**src/sync_rx_consts.vh**
```
// Purpose: Offsets, field positions and reset values of the receiver
// Assumes: Avalon-MM byte addresses, one register per aligned word
// Notes:   Registers are 8 bits wide in the low byte lane
`ifndef SYNC_RX_CONSTS_VH
`define SYNC_RX_CONSTS_VH

`define OFS_INTERRUPT_CONTROL    6'h00
`define OFS_PERIPH_FLAGS_ONE     6'h04
`define OFS_PERIPH_ENABLES_ONE   6'h08
`define OFS_PERIPH_PRIOS_ONE     6'h0C
`define OFS_RECEIVE_STATUS_CTRL  6'h10
`define OFS_RECEIVE_DATA_WORD    6'h14
`define OFS_TRANSMIT_STATUS_CTRL 6'h18
`define OFS_RATE_GEN_CONTROL     6'h1C
`define OFS_RATE_DIVISOR_HIGH    6'h20
`define OFS_RATE_DIVISOR_LOW     6'h24

// interrupt_control
`define BIT_GLOBAL_IRQ_EN        7
`define BIT_PERIPH_IRQ_EN        6
// peripheral_flags_one / peripheral_enables_one
`define BIT_RECEIVE_IRQ          5
// receive_status_control
`define BIT_SERIAL_PORT_EN       7
`define BIT_NINE_BIT_EN          6
`define BIT_SINGLE_RX_EN         5
`define BIT_CONT_RX_EN           4
`define BIT_ADDRESS_DET_EN       3
`define BIT_FRAMING_ERR          2
`define BIT_OVERRUN_ERR          1
`define BIT_NINTH_BIT            0
// transmit_status_control
`define BIT_CLOCK_SOURCE_SEL     7
`define BIT_CLOCKED_MODE_SEL     4
`define BIT_SHIFT_EMPTY          1
// rate_generator_control
`define BIT_RECEIVE_IDLE         6
`define BIT_WIDE_DIVISOR_SEL     3

`define RST_BYTE                 8'h00
`define RST_DIVISOR              8'h00

`endif

```
**src/sync_master_serial_receiver.v**
```verilog
// Purpose: Receive path of a clocked serial port in master mode
// Assumes: Avalon-MM slave with waitrequest, 200 MHz clk_sys
// Notes:   Shift clock is divided from clk_sys and idles low
// Operation
// - Receiver runs when single or continuous enable is set with the port enabled in clocked master mode.
// - Serial data is sampled on the falling edge of the generated clock.
// - Single enable receives one word, then hardware clears it.
// - Continuous enable receives words back to back until cleared.
// - With both enables set, continuous reception wins.
// - Nine-bit enable gives 9-bit words; ninth bit lands in status register.
// - Completion sets the receive flag; request only when its enable is set.
// - Reading the data register returns the 8-bit received word.
// - Clearing continuous enable clears the receive error state.
`timescale 1ns/1ps
`default_nettype none
`include "sync_rx_consts.vh"

module sync_master_serial_receiver (
  input  wire        clk_sys,
  input  wire        rst_n,
  input  wire [5:0]  address,
  input  wire        read,
  input  wire        write,
  input  wire [3:0]  byteenable,
  input  wire [31:0] writedata,
  output reg  [31:0] readdata,
  output wire        waitrequest,
  input  wire        rxData,
  output reg         shiftClk,
  output wire        shiftClkEn,
  output wire        irqRequest
);

  localparam [2:0] ST_IDLE = 3'b001;
  localparam [2:0] ST_HIGH = 3'b010;
  localparam [2:0] ST_LOW  = 3'b100;

  reg  [7:0]  intCtrl;
  reg  [7:0]  periphEn;
  reg  [7:0]  periphPrio;
  reg  [7:0]  rxCtrl;
  reg  [7:0]  txCtrl;
  reg  [7:0]  rateCtrl;
  reg  [7:0]  divHigh;
  reg  [7:0]  divLow;
  reg  [7:0]  rxWord;
  reg         ninthBit;
  reg         wordReady;
  reg         overrunErr;
  reg         ack;
  reg  [2:0]  state;
  reg  [15:0] halfCount;
  reg  [3:0]  bitCount;
  reg  [8:0]  shiftReg;
  wire        rxDataSync;

  pin_sync3 u_rx_sync (
    .clk_sys (clk_sys),
    .rst_n   (rst_n),
    .pinIn   (rxData),
    .pinOut  (rxDataSync)
  );

  // Bus access decode; writes land only on the low byte lane
  wire        busTake   = (read | write) & ~ack;
  wire        wrStrobe  = write & ack & byteenable[0];
  wire        rdStrobe  = read & ack;
  wire [7:0]  wrByte    = writedata[7:0];
  wire        wrRxCtrl  = wrStrobe && (address == `OFS_RECEIVE_STATUS_CTRL);
  wire        popData   = rdStrobe && (address == `OFS_RECEIVE_DATA_WORD);

  assign waitrequest = (read | write) & ~ack;

  wire portEnable  = rxCtrl[`BIT_SERIAL_PORT_EN];
  wire clockedMode = txCtrl[`BIT_CLOCKED_MODE_SEL];
  wire masterClock = txCtrl[`BIT_CLOCK_SOURCE_SEL];
  wire contEnable  = rxCtrl[`BIT_CONT_RX_EN];
  wire singleEn    = rxCtrl[`BIT_SINGLE_RX_EN];
  wire nineBits    = rxCtrl[`BIT_NINE_BIT_EN];
  wire wideDiv     = rateCtrl[`BIT_WIDE_DIVISOR_SEL];
  wire masterReady = portEnable & clockedMode & masterClock;
  wire rxActive    = masterReady & (contEnable | singleEn);
  wire [15:0] divisor  = wideDiv ? {divHigh, divLow} : {8'h00, divLow};
  wire [3:0]  lastBit  = nineBits ? 4'h8 : 4'h7;
  wire        halfDone = (halfCount == divisor);
  wire [8:0]  nextShift = {rxDataSync, shiftReg[8:1]};
  wire        fallEdge  = (state == ST_HIGH) && rxActive && halfDone;
  wire        wordDone  = fallEdge && (bitCount == lastBit);

  assign shiftClkEn = masterReady;

  // Request raised only with all three enables; priority has no effect here
  assign irqRequest = wordReady & periphEn[`BIT_RECEIVE_IRQ]
                    & intCtrl[`BIT_GLOBAL_IRQ_EN]
                    & intCtrl[`BIT_PERIPH_IRQ_EN];

  always @(posedge clk_sys or negedge rst_n) begin
    if (!rst_n) begin
      ack <= 1'b0;
    end else begin
      ack <= busTake;
    end
  end

  // Software registers
  always @(posedge clk_sys or negedge rst_n) begin
    if (!rst_n) begin
      intCtrl    <= `RST_BYTE;
      periphEn   <= `RST_BYTE;
      periphPrio <= `RST_BYTE;
      rxCtrl     <= `RST_BYTE;
      txCtrl     <= `RST_BYTE;
      rateCtrl   <= `RST_BYTE;
      divHigh    <= `RST_DIVISOR;
      divLow     <= `RST_DIVISOR;
    end else begin
      if (wrStrobe && (address == `OFS_INTERRUPT_CONTROL)) begin
        intCtrl <= wrByte;
      end else if (wrStrobe && (address == `OFS_PERIPH_ENABLES_ONE)) begin
        periphEn <= wrByte;
      end else if (wrStrobe && (address == `OFS_PERIPH_PRIOS_ONE)) begin
        periphPrio <= wrByte;
      end else if (wrRxCtrl) begin
        // Status bits are hardware owned and not stored here
        rxCtrl <= {wrByte[7:3], 3'b000};
      end else if (wrStrobe && (address == `OFS_TRANSMIT_STATUS_CTRL)) begin
        txCtrl <= {wrByte[7:2], 2'b00};
      end else if (wrStrobe && (address == `OFS_RATE_GEN_CONTROL)) begin
        rateCtrl <= {4'h0, wrByte[3], 3'b000};
      end else if (wrStrobe && (address == `OFS_RATE_DIVISOR_HIGH)) begin
        divHigh <= wrByte;
      end else if (wrStrobe && (address == `OFS_RATE_DIVISOR_LOW)) begin
        divLow <= wrByte;
      end
      // Single word done: drop the single enable unless software writes now
      if (wordDone && !contEnable && !wrRxCtrl) begin
        rxCtrl[`BIT_SINGLE_RX_EN] <= 1'b0;
      end
    end
  end

  // Shift clock generator and bit sampler
  always @(posedge clk_sys or negedge rst_n) begin
    if (!rst_n) begin
      state     <= ST_IDLE;
      shiftClk  <= 1'b0;
      halfCount <= 16'h0000;
      bitCount  <= 4'h0;
      shiftReg  <= 9'h000;
    end else begin
      case (state)
        ST_IDLE: begin
          shiftClk  <= 1'b0;
          halfCount <= 16'h0000;
          bitCount  <= 4'h0;
          if (rxActive) begin
            shiftClk <= 1'b1;
            state    <= ST_HIGH;
          end
        end
        ST_HIGH: begin
          if (!rxActive) begin
            shiftClk <= 1'b0;
            state    <= ST_IDLE;
          end else if (halfDone) begin
            halfCount <= 16'h0000;
            shiftClk  <= 1'b0;
            shiftReg  <= nextShift;
            bitCount  <= wordDone ? 4'h0 : bitCount + 4'h1;
            state     <= ST_LOW;
          end else begin
            halfCount <= halfCount + 16'h0001;
          end
        end
        ST_LOW: begin
          if (!rxActive) begin
            // Single enable cleared after its word lands here too
            shiftClk <= 1'b0;
            state    <= ST_IDLE;
          end else if (halfDone) begin
            // Continuous enable keeps words back to back
            halfCount <= 16'h0000;
            shiftClk  <= 1'b1;
            state     <= ST_HIGH;
          end else begin
            halfCount <= halfCount + 16'h0001;
          end
        end
        default: begin
          shiftClk <= 1'b0;
          state    <= ST_IDLE;
        end
      endcase
    end
  end

  // Receive holding register, flag and overrun
  always @(posedge clk_sys or negedge rst_n) begin
    if (!rst_n) begin
      rxWord     <= 8'h00;
      ninthBit   <= 1'b0;
      wordReady  <= 1'b0;
      overrunErr <= 1'b0;
    end else begin
      if (wordDone && (!wordReady || popData)) begin
        rxWord    <= nineBits ? nextShift[7:0] : nextShift[8:1];
        ninthBit  <= nineBits ? nextShift[8] : 1'b0;
        wordReady <= 1'b1;
      end else if (popData) begin
        wordReady <= 1'b0;
      end
      if (wordDone && wordReady && !popData) begin
        overrunErr <= 1'b1;
      end else if (wrRxCtrl && contEnable && !wrByte[`BIT_CONT_RX_EN]) begin
        overrunErr <= 1'b0;
      end
    end
  end

  // Read data, registered at the acknowledge edge
  always @(posedge clk_sys or negedge rst_n) begin
    if (!rst_n) begin
      readdata <= 32'h00000000;
    end else if (busTake && read) begin
      if (address == `OFS_INTERRUPT_CONTROL) begin
        readdata <= {24'h000000, intCtrl};
      end else if (address == `OFS_PERIPH_FLAGS_ONE) begin
        readdata <= {24'h000000, 2'b00, wordReady, 5'b00000};
      end else if (address == `OFS_PERIPH_ENABLES_ONE) begin
        readdata <= {24'h000000, periphEn};
      end else if (address == `OFS_PERIPH_PRIOS_ONE) begin
        readdata <= {24'h000000, periphPrio};
      end else if (address == `OFS_RECEIVE_STATUS_CTRL) begin
        // Framing error cannot occur in clocked mode, reads zero
        readdata <= {24'h000000, rxCtrl[7:3], 1'b0, overrunErr, ninthBit};
      end else if (address == `OFS_RECEIVE_DATA_WORD) begin
        readdata <= {24'h000000, rxWord};
      end else if (address == `OFS_TRANSMIT_STATUS_CTRL) begin
        readdata <= {24'h000000, txCtrl[7:2], 1'b1, 1'b0};
      end else if (address == `OFS_RATE_GEN_CONTROL) begin
        readdata <= {24'h000000, 1'b0, (state == ST_IDLE), 2'b00,
                     rateCtrl[`BIT_WIDE_DIVISOR_SEL], 3'b000};
      end else if (address == `OFS_RATE_DIVISOR_HIGH) begin
        readdata <= {24'h000000, divHigh};
      end else if (address == `OFS_RATE_DIVISOR_LOW) begin
        readdata <= {24'h000000, divLow};
      end else begin
        readdata <= 32'h00000000;
      end
    end
  end

endmodule // sync_master_serial_receiver

`default_nettype wire

```
**src/pin_sync3.v**
```verilog
// Purpose: Three-stage synchroniser with agreement filter for a pin
// Assumes: Input is asynchronous to clk_sys
// Notes:   Output changes only when stages two and three agree
`timescale 1ns/1ps
`default_nettype none

module pin_sync3 (
  input  wire clk_sys,
  input  wire rst_n,
  input  wire pinIn,
  output reg  pinOut
);

  reg stageOne;
  reg stageTwo;
  reg stageThree;

  always @(posedge clk_sys or negedge rst_n) begin
    if (!rst_n) begin
      stageOne   <= 1'b0;
      stageTwo   <= 1'b0;
      stageThree <= 1'b0;
      pinOut     <= 1'b0;
    end else begin
      stageOne   <= pinIn;
      stageTwo   <= stageOne;
      stageThree <= stageTwo;
      if (stageTwo == stageThree) begin
        pinOut <= stageThree;
      end
    end
  end

endmodule // pin_sync3

`default_nettype wire

```
**config.mk**
```make
export PLATFORM = sky130hd
export DESIGN_NAME = sync_master_serial_receiver
export DESIGN_NICKNAME = d
export VERILOG_FILES = /design/src/sync_master_serial_receiver.v /design/src/pin_sync3.v
export VERILOG_INCLUDE_DIRS = /design/src
export SDC_FILE = /design/constraint.sdc
export NUM_CORES = 1
export LEC_CHECK = 0
export BUFFER_PORTS_ARGS = -buffer_cell sky130_fd_sc_hd__clkbuf_2
export CAP_MARGIN = 25
export CORE_AREA = 2 2 109 111
export CTS_CLUSTER_DIAMETER = 30
export CTS_CLUSTER_SIZE = 40
export DETAILED_ROUTE_END_ITERATION = 8
export DIE_AREA = 0 0 111 113
export PLACE_DENSITY = 0.75
export SLEW_MARGIN = 10
export SYNTH_ARGS = -nofsm -noshare
export SYNTH_HDL_FRONTEND = slang
export SYNTH_SLANG_ARGS = --single-unit
```
**constraint.sdc**
```tcl
create_clock -name clk_sys -period 2.3 [get_ports clk_sys]
set_input_delay 0 -clock clk_sys [delete_from_list [all_inputs] [get_ports clk_sys]]
set_output_delay 0 -clock clk_sys [all_outputs]
set_load 0.02 [all_outputs]
```
* Yosys cells after proc, flatten, opt, wreduce, memory -nomap -nowiden
Cells that the tools add are included.
** Word-level totals
- Bits in writable memories :: 0
- Flip-flop bits (word level) :: 133
- Input port bits :: 47
- Word-level logic and storage cells :: 158
- Memories kept :: 0
- Output and inout bits :: 36
- Memory bits (read-only) :: 0
- Latch bits :: 0
** Operators by class
- Bitwise gates (word level) :: 20
- Divide/modulo/power cells :: 0
- Eq/ne operators :: 24
- Shift-type cells :: 0
- Mux-type cells :: 42
- Add/subtract/negate cells :: 2
- Reduce and logical (&&, ||, !) cells :: 46
- Order comparisons :: 0
- $mul :: 0
** Operators by type and width (count)
- $mux 8 :: 10
- $mux 16 :: 3
- $mux 32 :: 1
- $pmux 16 s2 :: 1
- $eq 6x5->1 const B :: 4
- $mux 6 :: 4
- $logic_and 1x1->1 :: 20
- $add 16x1->16 const B :: 1
- $eq 16x16->1 :: 1
- $mux 4 :: 4
- $mux 3 :: 5
- $eq 6x4->1 const B :: 2
- $eq 6x6->1 const B :: 2
- $reduce_and 3->1 :: 4
- $mux 1 :: 11
- $and 1x1->1 :: 10
- $reduce_bool 2->1 :: 5
- $pmux 3 s3 :: 1
- $ne 2x1->1 const B :: 4
- $not 1->1 :: 8
- $pmux 4 s2 :: 1
- $reduce_and 4->1 :: 2
- $reduce_and 8->1 :: 1
- $reduce_and 7->1 :: 1
- other kinds (18) :: 28

* Logic depth before layout (Yosys ltp)
- Depth after elaboration :: 11
- Depth in mapped cells :: 9

* Hierarchy
Synthesis repeated with hierarchy kept, for this count alone.
** Second synthesis, totals
- Cell total of the unflattened synthesis :: 523
- Area, all modules :: 5708.0 um^2
** Modules (own cells, without submodules)
- sync_master_serial_receiver :: cells an instance 518, instances 1, area each 5596.6 um^2
- pin_sync3 :: cells an instance 5, instances 1, area each 111.4 um^2

* Least setup slack after synthesis
No wires, ideal clock.
- Kind :: flip-flop to flip-flop
- Start point :: register halfCount[6]
- End point :: register rxWord[0]
- Data required time :: 2.175 ns
- Buffers on the path :: 1
- Arrival :: 2.105 ns
- Cell stages (with the launch flop) :: 8
- Setup slack :: 0.070 ns
- Library setup time :: 0.125 ns
- Cells stage by stage :: dfrtp_1 > xor2_1 > nor4_1 > o211ai_1 > or4_1 > buf_6 > nor2_8 > mux2_4
** Between the ends
- Word-level cells in the longest chain between the ends :: 4
** Ends and longest elaborated chain
- start, declared :: RTL line sync_master_serial_receiver.v:52 : reg [15:0] halfCount;
- start signal, assigned :: RTL line sync_master_serial_receiver.v:172 : halfCount <= halfCount + 16'h0001;
- start signal, assigned :: RTL line sync_master_serial_receiver.v:186 : halfCount <= halfCount + 16'h0001;
- $eq 16x16->1 :: RTL line sync_master_serial_receiver.v:85 : wire halfDone = (halfCount == divisor);
- $logic_and 1x1->1 :: RTL line sync_master_serial_receiver.v:87 : wire fallEdge = (state == ST_HIGH) && rxActive && halfDone;
- $logic_and 1x1->1 :: RTL line sync_master_serial_receiver.v:88 : wire wordDone = fallEdge && (bitCount == lastBit);
- $logic_and 1x1->1 :: RTL line sync_master_serial_receiver.v:205 : if (wordDone && (!wordReady || popData)) begin
- end signal, assigned :: RTL line sync_master_serial_receiver.v:206 : rxWord <= nineBits ? nextShift[7:0] : nextShift[8:1];
- end, declared :: RTL line sync_master_serial_receiver.v:46 : reg [7:0] rxWord;
No other way between the ends.
A chain may end at the register's enable or synchronous reset.

* Final worst setup path
- Start point :: register halfCount[2]
- End point :: register rxWord[4]
Same word-level chain as after synthesis.

==> qor.yml <==
global_route:
  globalRouteMet2Util: 0.4045
  grt_use_total: 0.2387
  antenna_found_initial: 0
  grt_pass1_vias: 4476
  globalRouteOverflowTotal: 0
  grt_most_used_layer: "met2"
  grt_max_degree: 109
  grt_pass1_wl_um: 23570
  grt_util_met3: 0.05249
  grt_use_met1: 0.3068
layout:
  drive_above_1_share: 0.3132
  nNetsFinal: 658
  postLayoutCoreUtil: 0.5982
  design_area_mm2: 0.006743
  final_cell_mix: "105 x dfrtp_1, 68 x mux2_2, 44 x buf_4"
  area_growth_pct: 16.62
  diodes: 0
  final_common_cell: "dfrtp_1"
  final_cells: 756
sta:
  hold_viol: 0
  relSlewSlack: 0.6054
  finalSetupTns_ns: -0.7603
  fin_crit_sh: 1.035
  clock_skew_ns: 0.004787
  fin_crit_ns: 2.380
  whs_ns: 0.04240
  worstMarginPinSlew_ns: 0.5920
  setup_viol: 18
  rsz0062_at_grt: "true"
  fin_ws_ns: -0.07999
  fmax_mhz: 420.2
  maxSlewViolCount: 0
critical_path:
  cp_top_family: "simple AND/OR/NAND/NOR gates"
  cp.required_ns: 2.54
  worstPathMaxFanout: 6
  crit_type: "reg -> reg"
  cp-end-kind: "flip-flop"
  critPathBufInv: 1
  path_cells: "xor2_1 -> nor4_1 -> o211ai_1 -> or4_1 -> buf_6 -> nor2_4 -> mux2_4"
  arrival_ns: 2.62
  crit_slowest_cell: "or4_1"
  r2r_setup_slack_ns: -0.08
  r2r_start: "halfCount[2]"
  worstSetupStartpointType: "flip-flop"
  reg2reg_depth: 7
  cpPeakStageDelay_ns: 0.45
  rr_endpoint: "rxWord[4]"
route:
  routed_wl_um: 14610
  ant_nets: 0
  drtPass1Iterations: 6
  vias: 4494
  detail_route.vias_per_cell: 5.944
  routedWlPerCell_um: 19.33
  drt_iter0_markers: 389
  drc_errors: 0
synthesis:
  synth_top_area_cell: "dfrtp_1"
  yosysUniqueCellTypes: 63
  async_flop_share: 1.000
  synth-simple-area-share: 0.1543
  ys_seq_elements: 108
  synthesis.instances: 534
  synth_ff_type: "dfrtp_1"
  avgSynthCellArea_um2: 10.83
  synthTopCellsByArea: "dfrtp_1 46%, mux2_2 13%, buf_4 3.1%"
  synth_fa_ha_area_frac: 0.006059
  synth_mux_area_frac: 0.1645
  yosysTopAreaCellShare: 0.4631
  syn_area_mm2: 0.005782
  ys_warn_count: 0
  seq_area_frac_synth: 0.4676
  synth_edf_count: 0
  synth_compound_area_frac: 0.1156
  synth_top_family_by_area: "multiplexers"
  synth_xor_area_frac: 0.03636
status:
  violations: "setup timing"
  outcome: "finished with violations"
power_and_ir_drop:
  total_power_mw: 4.011
  ir_drop_v: 0.0006304
  power.density_mw_per_mm2: 594.9
  p_leak_nw: 3.221
placed_design:
  pre_cts_ws_ns: -0.04925
  dpl-instance-area_mm2: 0.006299
  routabilityCongestion: 0.8886
  portBuffers: 31
  dp.cells: 732
  dp.final_hpwl_um: 10140
die:
  rows: 39
  die_w_um: 111
  die_y_um: 113
  io-pin-count: 83
  die_area_mm2: 0.01254
  core_area_mm2: 0.01127
  start_util: 0.5129
min_path:
  hold_path_end: "rxCtrl[5]"
  whs_path_depth: 3
  hp-start: "writedata[5]"
  hp-class: "in -> reg"
job:
  cap_violations: 0
clocking:
  cts_buffer_depth: 2
  cts_buffers: 9
  htree_num_levels: 3
  clock_latency_ns: 0.35
  cts_tree: "built"
  clock-sinks: 108
  clk_pin_slew_ns: 0.07
  cts-root-buf: "clkbuf_16"
==> worst max-delay path by stage <==
stage                 start        end  slack (ns)  cells after the start
2_1_floorplan  halfCount[6]  rxWord[0]        0.07                      7
4_1_cts          divHigh[0]  rxCtrl[5]       0.005                      8
3_3_place_gp    rateCtrl[3]  rxWord[5]        0.04                      7
6_report       halfCount[2]  rxWord[4]       -0.08                      7
3_5_place_dp    rateCtrl[3]  rxWord[5]       -0.05                      7
5_1_grt        halfCount[2]  rxWord[1]       -0.14                      7
==> power by group <==
group | internal [mW] | leakage, nW | total (mW) | switching, mW
clock network | 0.846 | 0.140 | 1.53 | 0.683
logic | 0.173 | 1.63 | 0.448 | 0.275
registers | 1.98 | 1.45 | 2.03 | 0.0582
==> layer usage <==
metal,up-vias,share of wire
li1,2050,-
met1,2238,0.42
met4,0,0.027
met5,-,0
met3,35,0.055
met2,171,0.50
==> kinds of logic (layout without fill, tap and decap cells) <==
group | Yosys count | count (layout)
xor gates and xnor gates | 24 | 24
adders and majority gates | 3 | 3
AOI/OAI and AO/OA | 103 | 103
other | 1 | 24
and+or+nand+nor | 159 | 160
DFF | 108 | 108
buffers and inverters | 54 | 109
muxes | 82 | 82
==> final cells by class <==
class / instances / area, µm²
multi-input cells: 396 / 2889
repair buffers: 87 / 650.6
clock buffers: 10 / 229.0
clock inverters: 5 / 62.56
flip-flops and latches: 108 / 2706
well taps: 143 / 178.9
fillers: 909 / 4529
inverters: 7 / 26.28
==> worst reg2reg max path: stages, from the launching register on <==
cell	delay, ns
dfrtp_1	0.41
xor2_1	0.19
nor4_1	0.34
o211ai_1	0.20
or4_1	0.45
buf_6	0.17
nor2_4	0.19
mux2_4	0.31
==> what timing repair did <==
action,in CTS,in global routing
gates cloned,0,2
setup buffers,0,1
pin swaps,1,4
setup endpoints to repair,18,35
hold endpoints to repair,116,0
hold buffers,6,0
gates resized for setup,2,12
==> synthesized netlist by cell type, types with 9 or more instances <==
cell type  number
a22oi_1        14
mux2_4          9
xor2_1         19
nand3_1        13
nor2_1         23
nor2b_1         9
buf_4          24
clkbuf_1       15
o21ai_0        26
nor3_1         22
dfrtp_1       107
mux2_2         68
a21oi_1        19
nand2_1        38
and3_1         10
==> state kept, by name, summed over array words and instances (netlist names), 4 cells and up <==
| signal | flops |
|---|---|
| readdata | 8 |
| periphEn | 8 |
| shiftReg | 8 |
| intCtrl | 8 |
| divHigh | 8 |
| txCtrl | 6 |
| divLow | 8 |
| periphPrio | 8 |
| rxCtrl | 5 |
| bitCount | 4 |
| rxWord | 8 |
| halfCount | 16 |
No activity file was read; power rests on OpenSTA's default activity.
